==> src/serial_ctrl_pkg.sv <==
// constants, codes and carrier types for the serial control port and pin function map
package serial_ctrl_pkg;

	// ----------------------------------------------------------------
	// frame layout
	// ----------------------------------------------------------------
	localparam int FRAME_BITS = 24;
	localparam int ADDR_BITS = 7;
	localparam int DATA_BITS = 16;
	localparam int INSTR_BITS = 8;
	localparam int RW_POS = 23;
	localparam int ADDR_HI = 22;
	localparam int ADDR_LO = 16;
	localparam int DATA_HI = 15;
	localparam int COUNT_BITS = 5;
	localparam logic [COUNT_BITS-1:0] FRAME_COUNT_FULL = 5'h18;
	localparam logic [COUNT_BITS-1:0] FRAME_COUNT_RESET = 5'h00;
	localparam logic RW_WRITE = 1'h0;
	localparam logic RW_READ = 1'h1;

	// ----------------------------------------------------------------
	// pin function codes
	// ----------------------------------------------------------------
	localparam int CODE_BITS = 4;
	localparam int CHANNELS = 3;
	localparam logic [3:0] IN_FUNC_GEN = 4'h9;
	localparam logic [3:0] IN_MARGIN = 4'hA;
	localparam logic [3:0] IN_RESET = 4'hB;
	localparam logic [3:0] IN_NVM_GATE = 4'hC;
	localparam logic [3:0] IN_REG_LOCK = 4'hD;
	localparam logic [3:0] OUT_DATA_READY = 4'h0;
	localparam logic [3:0] OUT_NONVOLATILE_BUSY = 4'h1;
	localparam logic [3:0] OUT_DAC2_BUSY = 4'h4;
	localparam logic [3:0] OUT_DAC0_BUSY = 4'h6;
	localparam logic [3:0] OUT_DAC1_BUSY = 4'h7;
	localparam logic [3:0] OUT_WINDOW_CMP = 4'hB;

	// ----------------------------------------------------------------
	// reset values
	// ----------------------------------------------------------------
	localparam logic NVM_ALLOW_RESET = 1'h1;
	localparam logic REG_LOCK_RESET = 1'h0;
	localparam logic PIN_IDLE_HIGH = 1'h1;
	localparam int SYNC_STAGES = 2;

	// ----------------------------------------------------------------
	// types
	// ----------------------------------------------------------------
	typedef enum logic [1:0] {
		IF_UNDECIDED = 2'h0,
		IF_SERIAL = 2'h1,
		IF_TWO_WIRE = 2'h3
	} interface_type_t;

	typedef struct packed {
		logic rw;
		logic [ADDR_BITS-1:0] addr;
		logic [DATA_BITS-1:0] data;
	} frame_t;

	typedef struct packed {
		logic [CHANNELS-1:0] func_stop;
		logic [CHANNELS-1:0] func_start;
		logic [CHANNELS-1:0] margin_low;
		logic [CHANNELS-1:0] margin_high;
	} pin_event_t;

endpackage : serial_ctrl_pkg

==> src/pin_sync.sv <==
// two-flop synchroniser for pins from outside the clock domain
`timescale 1ns/10ps
module pin_sync #(
	parameter int WIDTH = 1,
	parameter logic [WIDTH-1:0] INIT = '0
) (
	input wire logic clk,
	input wire logic rst,
	input wire logic [WIDTH-1:0] async_in,
	output logic [WIDTH-1:0] sync_out
);
	logic [WIDTH-1:0] meta;

	if (WIDTH < 1) begin : g_width_check
		$error("pin_sync width must be at least one");
	end

	// ----------------------------------------------------------------
	// first stage read only by second stage
	// ----------------------------------------------------------------
	always_ff @(posedge clk) begin
		if (rst) begin
			meta <= INIT;
			sync_out <= INIT;
		end else begin
			meta <= async_in;
			sync_out <= meta;
		end
	end
endmodule : pin_sync

==> src/pin_function_map.sv <==
// decode of general-purpose pin input events and output status selection
`timescale 1ns/10ps
module pin_function_map (
	input wire logic clk,
	input wire logic rst,
	input wire logic pin_rise,
	input wire logic pin_fall,
	input wire logic [3:0] pin_input_function_code,
	input wire logic [3:0] pin_output_function_code,
	input wire logic [2:0] pin_channel_select,
	input wire logic converter_data_ready,
	input wire logic nonvolatile_busy,
	input wire logic [2:0] dac_busy,
	input wire logic window_comparator_result,
	output serial_ctrl_pkg::pin_event_t events,
	output logic nvm_allow,
	output logic reg_lock,
	output logic device_reset,
	output logic status_level
);
	logic reset_armed;

	// ----------------------------------------------------------------
	// edge-triggered input functions
	// ----------------------------------------------------------------
	always_ff @(posedge clk) begin
		if (rst) begin
			events <= '0;
		end else begin
			events <= '0;
			if (pin_input_function_code == serial_ctrl_pkg::IN_FUNC_GEN) begin
				events.func_stop <= pin_fall ? pin_channel_select : 3'h0;
				events.func_start <= pin_rise ? pin_channel_select : 3'h0;
			end
			if (pin_input_function_code == serial_ctrl_pkg::IN_MARGIN) begin
				events.margin_low <= pin_fall ? pin_channel_select : 3'h0;
				events.margin_high <= pin_rise ? pin_channel_select : 3'h0;
			end
		end
	end

	always_ff @(posedge clk) begin
		if (rst) begin
			nvm_allow <= serial_ctrl_pkg::NVM_ALLOW_RESET;
		end else if (pin_input_function_code == serial_ctrl_pkg::IN_NVM_GATE) begin
			if (pin_fall) begin
				nvm_allow <= 1'h1;
			end else if (pin_rise) begin
				nvm_allow <= 1'h0;
			end
		end
	end

	always_ff @(posedge clk) begin
		if (rst) begin
			reg_lock <= serial_ctrl_pkg::REG_LOCK_RESET;
		end else if (pin_input_function_code == serial_ctrl_pkg::IN_REG_LOCK) begin
			if (pin_fall) begin
				reg_lock <= 1'h0;
			end else if (pin_rise) begin
				reg_lock <= 1'h1;
			end
		end
	end

	// ----------------------------------------------------------------
	// reset on a full low pulse only
	// ----------------------------------------------------------------
	always_ff @(posedge clk) begin
		if (rst) begin
			reset_armed <= 1'h0;
			device_reset <= 1'h0;
		end else if (pin_input_function_code != serial_ctrl_pkg::IN_RESET) begin
			reset_armed <= 1'h0;
			device_reset <= 1'h0;
		end else begin
			device_reset <= pin_rise & reset_armed;
			if (pin_fall) begin
				reset_armed <= 1'h1;
			end else if (pin_rise) begin
				reset_armed <= 1'h0;
			end
		end
	end

	// ----------------------------------------------------------------
	// status output selection
	// ----------------------------------------------------------------
	always_ff @(posedge clk) begin
		if (rst) begin
			status_level <= 1'h0;
		end else begin
			case (pin_output_function_code)
				serial_ctrl_pkg::OUT_DATA_READY: status_level <= converter_data_ready;
				serial_ctrl_pkg::OUT_NONVOLATILE_BUSY: status_level <= nonvolatile_busy;
				serial_ctrl_pkg::OUT_DAC2_BUSY: status_level <= dac_busy[2];
				serial_ctrl_pkg::OUT_DAC0_BUSY: status_level <= dac_busy[0];
				serial_ctrl_pkg::OUT_DAC1_BUSY: status_level <= dac_busy[1];
				serial_ctrl_pkg::OUT_WINDOW_CMP: status_level <= window_comparator_result;
				default: status_level <= 1'h0;
			endcase
		end
	end
endmodule : pin_function_map

==> src/serial_ctrl_port_gpio_map.sv <==
// serial control port receiver with interface type latch and shared pin handling
`timescale 1ns/10ps
module serial_ctrl_port_gpio_map #(
	parameter logic [6:0] UNLOCK_ADDR = 7'h00
) (
	input wire logic CLK,
	input wire logic RST,
	input wire logic FRAME_SEL_N,
	input wire logic SERIAL_CLK,
	input wire logic SERIAL_IN_LINE,
	input wire logic GPIO_IN,
	output logic GPIO_OUT,
	output logic GPIO_OE,
	input wire logic TWO_WIRE_ACTIVITY,
	input wire logic SERIAL_OUT_ENABLE,
	input wire logic PIN_INPUT_ENABLE,
	input wire logic PIN_OUTPUT_ENABLE,
	input wire logic [3:0] PIN_INPUT_FUNCTION_CODE,
	input wire logic [3:0] PIN_OUTPUT_FUNCTION_CODE,
	input wire logic [2:0] PIN_CHANNEL_SELECT,
	input wire logic CONVERTER_DATA_READY,
	input wire logic NONVOLATILE_BUSY,
	input wire logic [2:0] DAC_BUSY,
	input wire logic WINDOW_COMPARATOR_RESULT,
	input wire logic [15:0] READ_DATA,
	output serial_ctrl_pkg::frame_t ACCESS,
	output logic ACCESS_WRITE,
	output logic ACCESS_READ,
	output logic WRITE_BLOCKED,
	output serial_ctrl_pkg::pin_event_t PIN_EVENTS,
	output logic NVM_PROGRAM_ALLOW,
	output logic REGISTER_LOCK,
	output logic DEVICE_RESET,
	output logic [1:0] INTERFACE_TYPE
);
	localparam int FB = serial_ctrl_pkg::FRAME_BITS;

	logic sel_n_s;
	logic sclk_s;
	logic serial_in_s;
	logic gpio_s;
	logic sel_n_d;
	logic sclk_d;
	logic gpio_d;
	logic sel_fall;
	logic sel_rise;
	logic sclk_fall;
	logic sample_edge;
	logic frame_done;
	logic write_allowed;
	logic pin_is_input;
	logic [FB-1:0] in_shift;
	logic [FB-1:0] out_shift;
	logic [FB-1:0] next_in_shift;
	logic [serial_ctrl_pkg::COUNT_BITS-1:0] bit_count;
	logic echo_rw;
	logic [serial_ctrl_pkg::ADDR_BITS-1:0] echo_addr;
	logic [serial_ctrl_pkg::DATA_BITS-1:0] echo_data;
	logic status_level;
	serial_ctrl_pkg::interface_type_t if_state;

	// ----------------------------------------------------------------
	// pin synchronisers and edge detection
	// ----------------------------------------------------------------
	pin_sync #(
		.WIDTH(4),
		.INIT({serial_ctrl_pkg::PIN_IDLE_HIGH, 3'h0})
	) u_sync (
		.clk(CLK),
		.rst(RST),
		.async_in({FRAME_SEL_N, SERIAL_CLK, SERIAL_IN_LINE, GPIO_IN}),
		.sync_out({sel_n_s, sclk_s, serial_in_s, gpio_s})
	);

	always_ff @(posedge CLK) begin
		if (RST) begin
			sel_n_d <= serial_ctrl_pkg::PIN_IDLE_HIGH;
			sclk_d <= 1'h0;
			gpio_d <= 1'h0;
		end else begin
			sel_n_d <= sel_n_s;
			sclk_d <= sclk_s;
			gpio_d <= gpio_s;
		end
	end

	assign sel_fall = sel_n_d & ~sel_n_s;
	assign sel_rise = ~sel_n_d & sel_n_s;
	assign sclk_fall = sclk_d & ~sclk_s;
	assign sample_edge = sclk_fall & ~sel_n_s & (if_state == serial_ctrl_pkg::IF_SERIAL);

	// ----------------------------------------------------------------
	// interface type latch
	// ----------------------------------------------------------------
	always_ff @(posedge CLK) begin
		if (RST) begin
			if_state <= serial_ctrl_pkg::IF_UNDECIDED;
		end else begin
			case (if_state)
				serial_ctrl_pkg::IF_UNDECIDED: begin
					if (sel_fall) begin
						if_state <= serial_ctrl_pkg::IF_SERIAL;
					end else if (TWO_WIRE_ACTIVITY) begin
						if_state <= serial_ctrl_pkg::IF_TWO_WIRE;
					end
				end
				serial_ctrl_pkg::IF_SERIAL: if_state <= serial_ctrl_pkg::IF_SERIAL;
				serial_ctrl_pkg::IF_TWO_WIRE: if_state <= serial_ctrl_pkg::IF_TWO_WIRE;
				default: if_state <= serial_ctrl_pkg::IF_UNDECIDED;
			endcase
		end
	end

	assign INTERFACE_TYPE = if_state;

	// ----------------------------------------------------------------
	// frame receiver
	// ----------------------------------------------------------------
	assign next_in_shift = {in_shift[FB-2:0], serial_in_s};

	always_ff @(posedge CLK) begin
		if (RST) begin
			in_shift <= '0;
			bit_count <= serial_ctrl_pkg::FRAME_COUNT_RESET;
		end else if (sel_fall) begin
			bit_count <= serial_ctrl_pkg::FRAME_COUNT_RESET;
		end else if (sample_edge) begin
			if (bit_count != serial_ctrl_pkg::FRAME_COUNT_FULL) begin
				in_shift <= next_in_shift;
				bit_count <= bit_count + 5'h01;
			end else if (SERIAL_OUT_ENABLE) begin
				in_shift <= next_in_shift;
			end
			// three-wire: bits past the 24th are dropped
		end
	end

	// frame acts only at frame select rise with a full count
	assign frame_done = sel_rise & (bit_count == serial_ctrl_pkg::FRAME_COUNT_FULL)
		& (if_state == serial_ctrl_pkg::IF_SERIAL);
	// lock leaves only the unlock field writable
	assign write_allowed = ~REGISTER_LOCK
		| (in_shift[serial_ctrl_pkg::ADDR_HI:serial_ctrl_pkg::ADDR_LO] == UNLOCK_ADDR);

	// ----------------------------------------------------------------
	// access decode
	// ----------------------------------------------------------------
	always_ff @(posedge CLK) begin
		if (RST) begin
			ACCESS <= '0;
			ACCESS_WRITE <= 1'h0;
			ACCESS_READ <= 1'h0;
			WRITE_BLOCKED <= 1'h0;
		end else begin
			ACCESS_WRITE <= 1'h0;
			ACCESS_READ <= 1'h0;
			WRITE_BLOCKED <= 1'h0;
			if (frame_done) begin
				ACCESS.rw <= in_shift[serial_ctrl_pkg::RW_POS];
				ACCESS.addr <= in_shift[serial_ctrl_pkg::ADDR_HI:serial_ctrl_pkg::ADDR_LO];
				ACCESS.data <= in_shift[serial_ctrl_pkg::DATA_HI:0];
				if (in_shift[serial_ctrl_pkg::RW_POS] == serial_ctrl_pkg::RW_WRITE) begin
					ACCESS_WRITE <= write_allowed;
					WRITE_BLOCKED <= ~write_allowed;
				end else begin
					ACCESS_READ <= 1'h1;
				end
			end
		end
	end

	// ----------------------------------------------------------------
	// readback echo of the previous access
	// ----------------------------------------------------------------
	always_ff @(posedge CLK) begin
		if (RST) begin
			echo_rw <= 1'h0;
			echo_addr <= '0;
			echo_data <= '0;
		end else if (frame_done) begin
			echo_rw <= in_shift[serial_ctrl_pkg::RW_POS];
			echo_addr <= in_shift[serial_ctrl_pkg::ADDR_HI:serial_ctrl_pkg::ADDR_LO];
			echo_data <= in_shift[serial_ctrl_pkg::DATA_HI:0];
		end else if (ACCESS_READ) begin
			echo_data <= READ_DATA;
		end
	end

	always_ff @(posedge CLK) begin
		if (RST) begin
			out_shift <= '0;
		end else if (sel_fall) begin
			out_shift <= {echo_rw, echo_addr, echo_data};
		end else if (sample_edge) begin
			out_shift <= {out_shift[FB-2:0], 1'h0};
		end
	end

	// ----------------------------------------------------------------
	// shared pin functions
	// ----------------------------------------------------------------
	assign pin_is_input = PIN_INPUT_ENABLE & ~SERIAL_OUT_ENABLE;

	pin_function_map u_pin_map (
		.clk(CLK),
		.rst(RST),
		.pin_rise(pin_is_input & ~gpio_d & gpio_s),
		.pin_fall(pin_is_input & gpio_d & ~gpio_s),
		.pin_input_function_code(PIN_INPUT_FUNCTION_CODE),
		.pin_output_function_code(PIN_OUTPUT_FUNCTION_CODE),
		.pin_channel_select(PIN_CHANNEL_SELECT),
		.converter_data_ready(CONVERTER_DATA_READY),
		.nonvolatile_busy(NONVOLATILE_BUSY),
		.dac_busy(DAC_BUSY),
		.window_comparator_result(WINDOW_COMPARATOR_RESULT),
		.events(PIN_EVENTS),
		.nvm_allow(NVM_PROGRAM_ALLOW),
		.reg_lock(REGISTER_LOCK),
		.device_reset(DEVICE_RESET),
		.status_level(status_level)
	);

	always_ff @(posedge CLK) begin
		if (RST) begin
			GPIO_OUT <= 1'h0;
			GPIO_OE <= 1'h0;
		end else if (SERIAL_OUT_ENABLE) begin
			GPIO_OUT <= out_shift[FB-1];
			GPIO_OE <= ~sel_n_s & (if_state == serial_ctrl_pkg::IF_SERIAL);
		end else if (PIN_OUTPUT_ENABLE & ~PIN_INPUT_ENABLE) begin
			GPIO_OUT <= status_level;
			GPIO_OE <= 1'h1;
		end else begin
			GPIO_OUT <= 1'h0;
			GPIO_OE <= 1'h0;
		end
	end
endmodule : serial_ctrl_port_gpio_map

==> config.mk <==
export PLATFORM = sky130hd
export DESIGN_NAME = serial_ctrl_port_gpio_map
export DESIGN_NICKNAME = d
export VERILOG_FILES = /design/src/serial_ctrl_pkg.sv /design/src/pin_sync.sv /design/src/pin_function_map.sv /design/src/serial_ctrl_port_gpio_map.sv
export SDC_FILE = /design/constraint.sdc
export NUM_CORES = 1
export LEC_CHECK = 0
export BUFFER_PORTS_ARGS = -buffer_cell sky130_fd_sc_hd__buf_2
export CELL_PAD_IN_SITES_DETAIL_PLACEMENT = 2
export CELL_PAD_IN_SITES_GLOBAL_PLACEMENT = 2
export CORE_ASPECT_RATIO = 0.5
export CORE_MARGIN = 1.5
export CORE_UTILIZATION = 34
export CTS_CLUSTER_DIAMETER = 60
export CTS_CLUSTER_SIZE = 12
export DETAILED_ROUTE_END_ITERATION = 16
export GPL_ROUTABILITY_DRIVEN = 0
export HOLD_SLACK_MARGIN = 0.12
export PLACE_DENSITY = 0.79
export SYNTH_ARGS = -nofsm -noshare
export SYNTH_HDL_FRONTEND = slang
export SYNTH_HIERARCHICAL = 1
export SYNTH_SLANG_ARGS = --single-unit
==> constraint.sdc <==
create_clock -name CLK -period 4.8 [get_ports CLK]
set_input_delay 0.96 -clock CLK [delete_from_list [all_inputs] [get_ports CLK]]
set_output_delay 0.96 -clock CLK [all_outputs]
set_load 0.1 [all_outputs]
==> results.txt <==
- The run finished with clean final reports.
- Entering global routing, the biggest net connects 91 pins.
* IO Port Bufs: roughly 90
* Met2 Use GR: 0.354
- Num CTS Buffers: 17
- The net count of the finished layout is just under 700.
- Number of max-cap violations: 0
- EDFF count, synth: 0
- In the global route stage, met3 resource usage came out at 0.0516.
- The cell area that synthesis handed to floorplanning was 0.00516 mm².
- Highest-utilization routing layer at the global route stage: met2
* Total of fill cells in the finished design: 1582
* Sequential area share after synthesis: 0.497
- Wire length of the first global-routing pass: 26.6 mm
* Clock skew after layout: between 10 and 15 ps
- Of the total power, the clock network draws 0.546.
- Element type at the critical path start: register
* Total power per unit cell area: 404 mW/mm²
- Global routing met1 resource utilization: 0.275
* Data arrival time of the worst path: 1480 ps
* Psw: around 0.57 mW
* Worst relative slew slack: 0.198
* Skew-Pair Late Insertion Delay: about 420 ps
* Number of search-and-repair iterations in the first detailed-routing pass: 4
- The number of setup buffers added after CTS is 0.
* Congestion Overflow GR: 0
- Of the total power, the share spent switching nets is 0.223.
- Detail Route Antenna Nets: 0
- Static Leak: 2.34 nW
- Detailed placement ended at an HPWL of 9.93 mm.
* Period Utilization, post-route: 0.507
- The die covers ~0.016 mm².
- In the routed layout, each cell is associated on average with a via count of 5.30.
- Unrepaired setup endpoints after global routing: no
* Final TNS setup: 0 ps
* Critical path class: register to primary output
- Worst hold start: u_sync/meta[3]$_SDFF_PP1_
- The startpoint identified for the worst register-to-register timing path is bit_count[0]$_SDFFE_PP0P_.
* Worst ir drop on vdd: 0.000270 V
* Total Power: 2.57 mW
- Routed length per instance: around 19 µm
* Chip height: 90.1 µm
- Of the cells placed in the final design, the portion with a size suffix greater than 1 is 0.242.
* Antenna diode instance count: 0
* Clock transition at the registers of the reported paths: 60 ps
- Asr flop ratio synth: 0
* Horizontal extent of the die: 177 µm
- Number of hold-slack violations in the final timing report: 0
* DRC marker count from the first detailed-route iteration: between 200 and 250
- For this run, the leading register cell type out of synthesis is dfxtp_1.
- The final route contains 4450 vias.
- Endpoint required time on the critical path: around 3800 ps
- TritonCTS built the clock tree.
- Synthesis produced a netlist with a net count of roughly 600.
- The min-delay analysis places its worst path in the category register to register.
- Vias in the first global route: 4852
* Internal cell power: 2.00 mW
- The number of antenna violations at the first check in global routing was 1.
- In this run, synthesis produced a sequential element count of 128.
* Peak fanout along the critical path: 17
- The most critical setup path has its startpoint at ACCESS_READ$_SDFF_PP0_.
- The clock net in this run drives a total of 128 sinks.
- A synthesized cell averages ~9 µm².
* CTS resizes: 0
- Clock tree synthesis selected as its root buffer the cell clkbuf_16.
- Timing-limited maximum frequency: 411 MHz
- After detailed routing, the total wire length is 16.2 mm.
- Total core area: 0.0146 mm²
- For this configuration, the core starts out at a cell density of 0.353.
* Global routing usage summed across all routing layers: 0.214
- Proportion of power drawn by flip-flops and latches: 0.418
* Final setup violating endpoints: 0
- Min cycle time layout: 2440 ps
* Number of standard cells after synthesis: 557
- For this run, design rule violations remaining after detail routing come to 0.
- Hold repair after CTS inserted 0 buffers.
- Combinational Power Share: 0.036
- Bufs on Longest Clock Path: 2
- The floorplan has 31 rows.
- The H-tree was split into 4 levels.
* Number of warnings issued by yosys: 6
- The max-slew violation count is 0.
* Crit path capture type: primary output
- Actual slew at the worst max-slew pin: 1200 ps
- Number of distinct standard cells referenced by the synthesized netlist: 47
* Area Overhead vs Synth: 23.4%
* Number of top-level pins: 89
## final cells by class
class	count	area, µm²	area share
sequential	128	2560	0.403
multi-input combinational	378	2380	0.374
timing repair buffer	97	510	0.0802
clock buffer	19	453	0.0712
tap	198	248	0.0389
clock inverter	13	186	0.0293
inverter	6	22.5	0.00354
## critical path, stage by stage, from the launching register on
cell and delay, ps:
dfxtp_1 300, buf_4 270, buf_2 480
## kinds of logic after synthesis
logic type,after synthesis,synth area share
AO/OA/AOI/OAI,132,0.155
adder cells (fa/ha/maj),2,0.00485
buffers and inverters,51,0.0444
flip-flops,128,0.497
multiplexers,41,0.0837
AND/OR/NAND/NOR,203,0.216
## metrics by stage
step           setup WS (ps)  std cells  hold slack [ps]  utilization  instance area (µm²)
2_1_floorplan           2370        557              383            -                 5160
3_3_place_gp            2340        807              384        0.391                 5720
3_5_place_dp            2310        807              418        0.391                 5720
4_1_cts                 2350        839              423        0.435                 6360
5_1_grt                 2320        839              454        0.435                 6360
6_report                2360        839              418        0.435                 6360
## per-layer routing
layer	up-vias	share of wire
met5	-	0.00062
met4	2	0.011
met3	20	0.042
met2	86	0.48
met1	2222	0.47
li1	2120	-
## final timing paths
kind,endpoint,slack (ps),depth (start not counted)
setup / recovery,ACCESS_READ,2360,2
hold / removal,u_sync/sync_out[3]$_SDFF_PP1_,420,1
setup reg to reg,in_shift[9]$_SDFFE_PP0P_,2590,7
hold reg to reg,u_sync/sync_out[3]$_SDFF_PP1_,420,1
## power by group through the flow
stage | sequential (mW) | clock [mW] | combinational [mW]
after floorplan | 1.11 | 0 | 0.0409
after global placement | 1.10 | 0 | 0.0905
after detailed placement | 1.10 | 0 | 0.0921
after CTS | 1.08 | 1.43 | 0.0927
after global routing | 1.08 | 1.48 | 0.100
final | 1.08 | 1.40 | 0.0918
## layout by cell type, fill, tap and decap left out, types with 23 or more instances in the layout
cell	count
a21oi_1	53
dfxtp_1	128
nand2_1	54
nand2b_1	30
nor3_1	23
nand3_1	27
mux2i_1	24
a311oi_1	23
o21ai_0	43
buf_2	87
## cells in the mapped netlist (3+ instances only)
cell	instances	area [µm²]
mux2i_1	24	240
nand4_1	3	18.8
nor4bb_1	4	40.0
o21ai_0	43	215
nand3_1	27	135
o31ai_1	4	30.0
mux2_2	17	191
a311oi_1	23	201
clkbuf_1	36	135
nor3_1	23	115
dfxtp_1	128	2560
nor2_1	11	41.3
buf_2	3	15.0
nor2b_1	12	75.1
nor3b_1	3	22.5
nand2b_1	30	188
and2_1	12	75.1
nand2_1	54	203
a21oi_1	53	265
inv_1	6	22.5
## registers in the layout, indices dropped and copies added (netlist names), 2 cells and up
name / flops
u_sync/sync_out: 4
bit_count: 5
INTERFACE_TYPE: 2
echo_data: 16
in_shift: 24
u_pin_map/events: 12
out_shift: 24
u_sync/meta: 4
ACCESS: 16
echo_addr: 7
Power figures use the tool's default switching activity.
